<file path="config.mk">
export PLATFORM = sky130hd
export DESIGN_NAME = npulse_gen
export DESIGN_NICKNAME = d
export VERILOG_FILES = /design/src/npulse_pkg.sv /design/src/npulse_gen.sv
export SDC_FILE = /design/constraint.sdc
export NUM_CORES = 1
export LEC_CHECK = 0
export BUFFER_PORTS_ARGS = -buffer_cell sky130_fd_sc_hd__clkbuf_2
export CORE_ASPECT_RATIO = 0.75
export CORE_MARGIN = 5
export CORE_UTILIZATION = 50
export DETAILED_ROUTE_END_ITERATION = 10
export GPL_TIMING_DRIVEN = 0
export PLACE_DENSITY = 0.75
export SLEW_MARGIN = 20
export SYNTH_ARGS = -nofsm -noshare
export SYNTH_HDL_FRONTEND = slang
export SYNTH_SLANG_ARGS = --single-unit
</file>
<file path="constraint.sdc">
create_clock -name sys_clk_i -period 10.05 [get_ports sys_clk_i]
set_input_delay 0.5025 -clock sys_clk_i [delete_from_list [all_inputs] [get_ports sys_clk_i]]
set_output_delay 0.5025 -clock sys_clk_i [all_outputs]
set_load 0.01 [all_outputs]
</file>
<file path="src/npulse_pkg.sv">
// Purpose: shared constants for the complementary n-pulse generator
// Assumes: 32-bit register port, byte offsets of word-aligned registers
// Notes:   widths fixed at 16-bit counters
package npulse_pkg;
  timeunit 1ns;
  timeprecision 1ps;
  // register byte offsets
  localparam logic [7:0] GEN_CTRL_OFS   = 8'h00;
  localparam logic [7:0] GEN_MODE_OFS   = 8'h04;
  localparam logic [7:0] GEN_PSC_OFS    = 8'h08;
  localparam logic [7:0] GEN_ARR_OFS    = 8'h0C;
  localparam logic [7:0] GEN_CMP_OFS    = 8'h10;
  localparam logic [7:0] GEN_EVT_OFS    = 8'h14;
  localparam logic [7:0] WIN_CTRL_OFS   = 8'h18;
  localparam logic [7:0] WIN_PSC_OFS    = 8'h1C;
  localparam logic [7:0] WIN_ARR_OFS    = 8'h20;
  localparam logic [7:0] IRQ_STAT_OFS   = 8'h24;
  localparam logic [7:0] IRQ_MASK_OFS   = 8'h28;
  localparam logic [7:0] COUNT_OFS      = 8'h2C;
  // gen control bits
  localparam int CTL_EN       = 0;
  localparam int CTL_PRELOAD  = 1;
  localparam int CTL_COMMUTATION_UPDATE_SOURCE     = 2;
  localparam int CTL_MRESET   = 3;
  localparam int CTL_COMMUTATION_IRQ_ENABLE    = 4;
  // window control bits
  localparam int WCTL_EN      = 0;
  localparam int WCTL_MUPD    = 1;
  localparam int WCTL_SRESET  = 2;
  // event bits
  localparam int EVT_UG       = 0;
  // status bits
  localparam int ST_COM       = 0;
  localparam int ST_GUPD      = 1;
  localparam int ST_WUPD      = 2;
  // compare modes
  localparam logic [2:0] MODE_FORCED_INACTIVE = 3'h4;
  localparam logic [2:0] MODE_PWM1            = 3'h6;
  // reset values
  localparam logic [15:0] ARR_RESET = 16'hFFFF;
  localparam logic [2:0]  MODE_RESET = 3'h0;
endpackage : npulse_pkg

</file>
<file path="src/npulse_gen.sv">
// Purpose: generator timer plus window timer for n complementary pulses
// Assumes: register strobes synchronous to sys_clk_i, one per cycle
// Notes:   read data valid the cycle after the read strobe
//
// Local design decisions: the placing of the registers and the strobed register port.
module npulse_gen (
  // clock and reset
  input  wire logic        sys_clk_i,
  input  wire logic        resetn_i,
  // register port
  input  wire logic [7:0]  addr_i,
  input  wire logic [31:0] wdata_i,
  input  wire logic        wr_i,
  input  wire logic        rd_i,
  output logic      [31:0] rdata_o,
  // outputs
  output logic             chan_o,
  output logic             chan_n_o,
  output logic             irq_o,
  output logic             trigger_out_o
);
  timeunit 1ns;
  timeprecision 1ps;

  logic        rst_meta_q, rst_n_q;
  logic [4:0]  gctl_q;
  logic [2:0]  wctl_q;
  logic [2:0]  mode_pre_q, mode_act_q;
  logic [15:0] gpsc_q, garr_q, gcmp_pre_q, gcmp_act_q, garr_act_q;
  logic [15:0] wpsc_q, warr_q;
  logic [15:0] gpc_q, gcnt_q, wpc_q, wcnt_q;
  logic [2:0]  stat_q, mask_q;
  logic        gen_en_d1_q, trig_d1_q, win_trig_q;
  logic        ug, gtick, wtick, gupd, wupd, gen_start, com_evt;
  logic        win_reset, pwm_lvl;

  // reset release through two flops
  always_ff @(posedge sys_clk_i or negedge resetn_i) begin
    if (!resetn_i) begin
      rst_meta_q <= 1'b0;
      rst_n_q    <= 1'b0;
    end else begin
      rst_meta_q <= 1'b1;
      rst_n_q    <= rst_meta_q;
    end
  end

  function automatic logic hit(input logic [7:0] ofs);
    hit = wr_i && (addr_i == ofs);
  endfunction : hit

  // configuration registers
  always_ff @(posedge sys_clk_i or negedge rst_n_q) begin
    if (!rst_n_q) begin
      gctl_q     <= 5'h00;
      wctl_q     <= 3'h0;
      mode_pre_q <= npulse_pkg::MODE_RESET;
      gpsc_q     <= 16'h0000;
      garr_q     <= npulse_pkg::ARR_RESET;
      gcmp_pre_q <= 16'h0000;
      wpsc_q     <= 16'h0000;
      warr_q     <= npulse_pkg::ARR_RESET;
      mask_q     <= 3'h0;
    end else begin
      if (hit(npulse_pkg::GEN_CTRL_OFS)) gctl_q <= wdata_i[4:0];
      if (hit(npulse_pkg::WIN_CTRL_OFS)) wctl_q <= wdata_i[2:0];
      if (hit(npulse_pkg::GEN_MODE_OFS)) mode_pre_q <= wdata_i[2:0];
      if (hit(npulse_pkg::GEN_PSC_OFS))  gpsc_q <= wdata_i[15:0];
      if (hit(npulse_pkg::GEN_ARR_OFS))  garr_q <= wdata_i[15:0];
      if (hit(npulse_pkg::GEN_CMP_OFS))  gcmp_pre_q <= wdata_i[15:0];
      if (hit(npulse_pkg::WIN_PSC_OFS))  wpsc_q <= wdata_i[15:0];
      if (hit(npulse_pkg::WIN_ARR_OFS))  warr_q <= wdata_i[15:0];
      if (hit(npulse_pkg::IRQ_MASK_OFS)) mask_q <= wdata_i[2:0];
    end
  end

  // event decoding
  assign ug        = hit(npulse_pkg::GEN_EVT_OFS)
                     && wdata_i[npulse_pkg::EVT_UG];
  assign gen_start = gctl_q[npulse_pkg::CTL_EN] && !gen_en_d1_q;
  // master reset: trigger pulse on enable edge or update generate
  assign trigger_out_o = gctl_q[npulse_pkg::CTL_MRESET]
                         && (gen_start || ug);
  assign win_reset = wctl_q[npulse_pkg::WCTL_SRESET] && trigger_out_o;
  // commutation on rising edge of window trigger
  assign com_evt = gctl_q[npulse_pkg::CTL_COMMUTATION_UPDATE_SOURCE]
                   && win_trig_q && !trig_d1_q;

  always_ff @(posedge sys_clk_i or negedge rst_n_q) begin
    if (!rst_n_q) begin
      gen_en_d1_q <= 1'b0;
      trig_d1_q   <= 1'b0;
    end else begin
      gen_en_d1_q <= gctl_q[npulse_pkg::CTL_EN];
      trig_d1_q   <= win_trig_q;
    end
  end

  // generator prescaler and counter
  assign gtick = gctl_q[npulse_pkg::CTL_EN] && (gpc_q == gpsc_q);
  assign gupd  = (gtick && (gcnt_q == garr_act_q)) || ug;
  always_ff @(posedge sys_clk_i or negedge rst_n_q) begin
    if (!rst_n_q) begin
      gpc_q  <= 16'h0000;
      gcnt_q <= 16'h0000;
    end else if (ug || gen_start) begin
      gpc_q  <= 16'h0000;
      gcnt_q <= 16'h0000;
    end else if (gctl_q[npulse_pkg::CTL_EN]) begin
      gpc_q <= gtick ? 16'h0000 : gpc_q + 16'h0001;
      if (gtick) gcnt_q <= gupd ? 16'h0000 : gcnt_q + 16'h0001;
    end
  end

  // shadow copies: period and compare load on update
  always_ff @(posedge sys_clk_i or negedge rst_n_q) begin
    if (!rst_n_q) begin
      garr_act_q <= npulse_pkg::ARR_RESET;
      gcmp_act_q <= 16'h0000;
    end else if (!gctl_q[npulse_pkg::CTL_PRELOAD] || gupd) begin
      garr_act_q <= garr_q;
      gcmp_act_q <= gcmp_pre_q;
    end
  end

  // mode shadow; with preload only commutation or ug transfers it
  always_ff @(posedge sys_clk_i or negedge rst_n_q) begin
    if (!rst_n_q) begin
      mode_act_q <= npulse_pkg::MODE_RESET;
    end else if (!gctl_q[npulse_pkg::CTL_PRELOAD] || com_evt || ug) begin
      mode_act_q <= mode_pre_q;
    end
  end

  // window prescaler and counter
  assign wtick = wctl_q[npulse_pkg::WCTL_EN] && (wpc_q == wpsc_q);
  assign wupd  = wtick && (wcnt_q == warr_q);
  always_ff @(posedge sys_clk_i or negedge rst_n_q) begin
    if (!rst_n_q) begin
      wpc_q  <= 16'h0000;
      wcnt_q <= 16'h0000;
    end else if (win_reset) begin
      wpc_q  <= 16'h0000;
      wcnt_q <= 16'h0000;
    end else if (wctl_q[npulse_pkg::WCTL_EN]) begin
      wpc_q <= wtick ? 16'h0000 : wpc_q + 16'h0001;
      if (wtick) wcnt_q <= wupd ? 16'h0000 : wcnt_q + 16'h0001;
    end
  end

  // window trigger: one-cycle pulse per update
  always_ff @(posedge sys_clk_i or negedge rst_n_q) begin
    if (!rst_n_q) win_trig_q <= 1'b0;
    else win_trig_q <= wctl_q[npulse_pkg::WCTL_MUPD] && wupd;
  end

  // channel output: forced mode drives both low together
  assign pwm_lvl = gcnt_q < gcmp_act_q;
  always_ff @(posedge sys_clk_i or negedge rst_n_q) begin
    if (!rst_n_q) begin
      chan_o   <= 1'b0;
      chan_n_o <= 1'b0;
    end else if (mode_act_q == npulse_pkg::MODE_PWM1) begin
      chan_o   <= pwm_lvl;
      chan_n_o <= !pwm_lvl;
    end else begin
      chan_o   <= 1'b0;
      chan_n_o <= 1'b0;
    end
  end

  // sticky status, set wins over write-one clear
  always_ff @(posedge sys_clk_i or negedge rst_n_q) begin
    if (!rst_n_q) begin
      stat_q <= 3'h0;
    end else begin
      stat_q <= (stat_q & ~(hit(npulse_pkg::IRQ_STAT_OFS) ? wdata_i[2:0]
                                                          : 3'h0))
              | {wupd, gupd,
                 com_evt && gctl_q[npulse_pkg::CTL_COMMUTATION_IRQ_ENABLE]};
    end
  end
  assign irq_o = |(stat_q & mask_q);

  // read port, one cycle latency; unmapped reads zero
  always_ff @(posedge sys_clk_i or negedge rst_n_q) begin
    if (!rst_n_q) begin
      rdata_o <= 32'h0000_0000;
    end else if (rd_i) begin
      case (addr_i)
        npulse_pkg::GEN_CTRL_OFS: rdata_o <= {27'h0, gctl_q};
        npulse_pkg::GEN_MODE_OFS: rdata_o <= {26'h0, mode_act_q, 1'b0,
                                              mode_pre_q[2:1]};
        npulse_pkg::GEN_PSC_OFS:  rdata_o <= {16'h0, gpsc_q};
        npulse_pkg::GEN_ARR_OFS:  rdata_o <= {16'h0, garr_q};
        npulse_pkg::GEN_CMP_OFS:  rdata_o <= {16'h0, gcmp_pre_q};
        npulse_pkg::WIN_CTRL_OFS: rdata_o <= {29'h0, wctl_q};
        npulse_pkg::WIN_PSC_OFS:  rdata_o <= {16'h0, wpsc_q};
        npulse_pkg::WIN_ARR_OFS:  rdata_o <= {16'h0, warr_q};
        npulse_pkg::IRQ_STAT_OFS: rdata_o <= {29'h0, stat_q};
        npulse_pkg::IRQ_MASK_OFS: rdata_o <= {29'h0, mask_q};
        npulse_pkg::COUNT_OFS:    rdata_o <= {wcnt_q, gcnt_q};
        default:                  rdata_o <= 32'h0000_0000;
      endcase
    end else begin
      rdata_o <= 32'h0000_0000;
    end
  end
endmodule : npulse_gen

</file>
==> impl_metrics.tcl <==
set metrics [dict create \
    status "complete, no violations" \
    finalPower_mw 2.248 \
    cts_buffers 25 \
    synth_top_area_share 0.4050 \
    antenna_found_initial 0 \
    worst_slew_pin_slew_ns 0.9923 \
    stdcell_area_um2 13160 \
    vdd_drop_max_mv 0.1013 \
    pwr_density_cell_nw_per_um2 170.9 \
    synth.top_cells.by_area "dfrtp_1 (40%), dfstp_2 (11%), mux2_2 (9.0%)" \
    place_ws_ns 6.777 \
    synth-seq-cells 235 \
    die_y_um 141.7 \
    fp.dieW_um 185.5 \
    grt.met1_usage 0.3927 \
    grt_pass1_vias 8479 \
    multi_input_area_um2 5311 \
    ys_seq_area_frac 0.5141 \
    io_buffer_count 61 \
    slowest_delay_ns 0.54 \
    startpoint_type "flip-flop" \
    gp_congestion 0.9244 \
    drtAntennaViolNets 0 \
    dpl.hpwl_um 23640 \
    die_area_um2 26280 \
    p_switching_mw 0.6008 \
    synth_area_um2 11550 \
    synthToLayoutAreaGrowth_pct 13.86 \
    syn_area_per_cell_um2 11.14 \
    setup_violations 0 \
    path_class "reg2reg" \
    drv_cap 0 \
    cts_tree "yes" \
    ios 80 \
    setup_slack_ns 7.043 \
    clkLatencyLatePin_ns 0.53 \
    synth_async_sr_flop_share 1.000 \
    synth_ff_type "dfrtp_1" \
    static-leakage-power_nw 5.720 \
    root_buffer "clkbuf_16" \
    postPlaceCellArea_um2 12340 \
    hold_viol 0 \
    nFillCells 1924 \
    final_core_util 0.5750 \
    grtUsageMet2 0.3308 \
    grt_max_degree 59 \
    fin_tns_setup_ns 0 \
    viasPerCell 6.137 \
    ys_types 62 \
    rsz0062_at_grt "false" \
    grt_first_pass_wirelength_um 50200 \
    drc_errors 0 \
    hold-worst-slack_ns 0.3007 \
    synth_edf_count 0 \
    synth_cells 1037 \
    layout_commonest_cell "dfrtp_1" \
    pwr-share-seq 0.483 \
    finalCriticalPeriod_ns 3.007 \
    finalCritPeriodShare 0.2992 \
    pwr-share-clk 0.403 \
    drt-total-wl_um 32170 \
    ctsResizeCount 0 \
    yosys.area.top_type "dfrtp_1" \
    slew_headroom 0.3329 \
    grt_util_all_layers 0.2450 \
    layout.cells.non_filler 1448 \
    gr-max-usage-layer "met1" \
    initial_core_util 0.5050 \
    worst_ep_arrival_time_ns 3.41 \
    cp_cell_sequence "clkbuf_1, xnor2_1, nand4_1, nor4_4, nand3_1, and3_1, buf_2, buf_6, mux2_1" \
    critical_path.top_delay_family "simple AND/OR/NAND/NOR gates" \
    seq_area_um2 5944 \
    ctsHtreeMaxLevel 1 \
    clockBufferDepth 3 \
    cts_hold_buf 1 \
    clock.fmax_mhz 332.6 \
    combPwrFrac 0.113 \
    crit_fanout 10 \
    clkTransAtPathRegs_ns 0.06 \
    n_antenna_cell 0 \
    final_cell_mix "dfrtp_1 (186), mux2_2 (92), xnor2_1 (72)" \
    clock_skew_ns 0.01073 \
    drv_slew 0 \
    syn-num-nets 1100 \
    overflow 0 \
    yosysWarnings 0 \
    routedWlPerCell_um 22.22 \
    worstPathRequired_ns 10.45 \
    cts_sinks 235 \
    swShare 0.2673 \
    hp-class "in2async" \
    nNetsFinal 1193 \
    cts_setup_buffers 0 \
    dr.pass1.iters 6 \
    std_cell_rows 48 \
    intPower_mw 1.647 \
    gr-usage-met3 0.06433 \
    dp_cells 1402 \
    crit_buf_inv 3 \
    core_um2 22880 \
    vias 8887 \
    crit_path_top_delay_cell "nor4_4" \
    drtIter0Drc 1088 \
    drive_gt1_frac 0.2343 \
    worstSetupEndpointType "flip-flop" \
]
worst paths after layout:
check	depth (start not counted)	startpoint	slack (ns)	end
worst max register to register	9	gcnt_q[5]$_DFFE_PN0P_	7.04	gcmp_act_q[6]$_DFFE_PN0P_
max in group asynchronous	2	rst_n_q$_DFF_PN0_	8.74	garr_act_q[2]$_DFFE_PN1P_
worst min register to register	0	rst_n_q$_DFF_PN0_	0.30	wpc_q[10]$_DFFE_PN0P_
worst max-delay path	9	gcnt_q[5]$_DFFE_PN0P_	7.04	gcmp_act_q[6]$_DFFE_PN0P_
min in group sys_clk_i	2	wdata_i[12]	0.31	gcmp_pre_q[12]$_DFFE_PN0P_
worst min-delay path	2	resetn_i	0.30	rst_meta_q$_DFF_PN0_
sequential cells by signal, summed over array words and instances (netlist names), 5 cells and up:
name,count
wpc_q,16
garr_act_q,16
garr_q,16
wpsc_q,16
gpsc_q,16
gcmp_act_q,16
rdata_o,32
gpc_q,16
wcnt_q,16
warr_q,16
gctl_q,5
gcnt_q,16
gcmp_pre_q,16
layout make-up:
cell class / count / share of cell area
plain buffers: 45 / 0.01560
clock buffers: 35 / 0.05497
clock inverters: 10 / 0.006182
inverters: 26 / 0.007418
multi-input cells: 731 / 0.4037
flip-flops and latches: 235 / 0.4518
well taps: 300 / 0.02853
repair buffers: 66 / 0.03176
cell usage after synthesis, drive strengths merged (4+ instances only):
cell type and count:
a222oi 6, a31oi 20, dfrtp 187, a21o 5, clkbuf 31, o21ai 42, mux2 122, ha 19
inv 26, nand3b 11, nor2 64, mux2i 7, o31ai 7, nor3 13, buf 14, nor4 6
or2 4, nand3 39, and2 22, and4 6, nor2b 5, or3 7, xor2 18, nand2 65
nand4 33, xnor2 73, or4 9, a21oi 37, a22o 11, dfstp 48, nand2b 8, a22oi 25
and3 15
power groups by stage:
stage | clock network (mW) | logic (mW) | registers (mW)
2_1_floorplan | 0 | 0.176 | 1.08
3_3_place_gp | 0 | 0.223 | 1.11
3_5_place_dp | 0 | 0.250 | 1.10
4_1_cts | 0.920 | 0.252 | 1.08
5_1_grt | 0.962 | 0.284 | 1.09
6_report | 0.906 | 0.255 | 1.09
routing by layer:
metal,part of all wire,vias to the layer above
met2,0.40,423
met4,0.027,0
li1,-,3945
met1,0.47,4446
met5,0,-
met3,0.10,73
kinds of logic after synthesis:
family | Yosys count | share of synthesized area
fa+ha+maj | 19 | 0.02057
other cells | 1 | 0.0003245
compound gates | 172 | 0.09627
buf+inv | 71 | 0.02620
mux | 129 | 0.1250
simple gates | 319 | 0.1479
xor+xnor | 91 | 0.06963
flops | 235 | 0.5141
(Power assumes the default switching activity.)
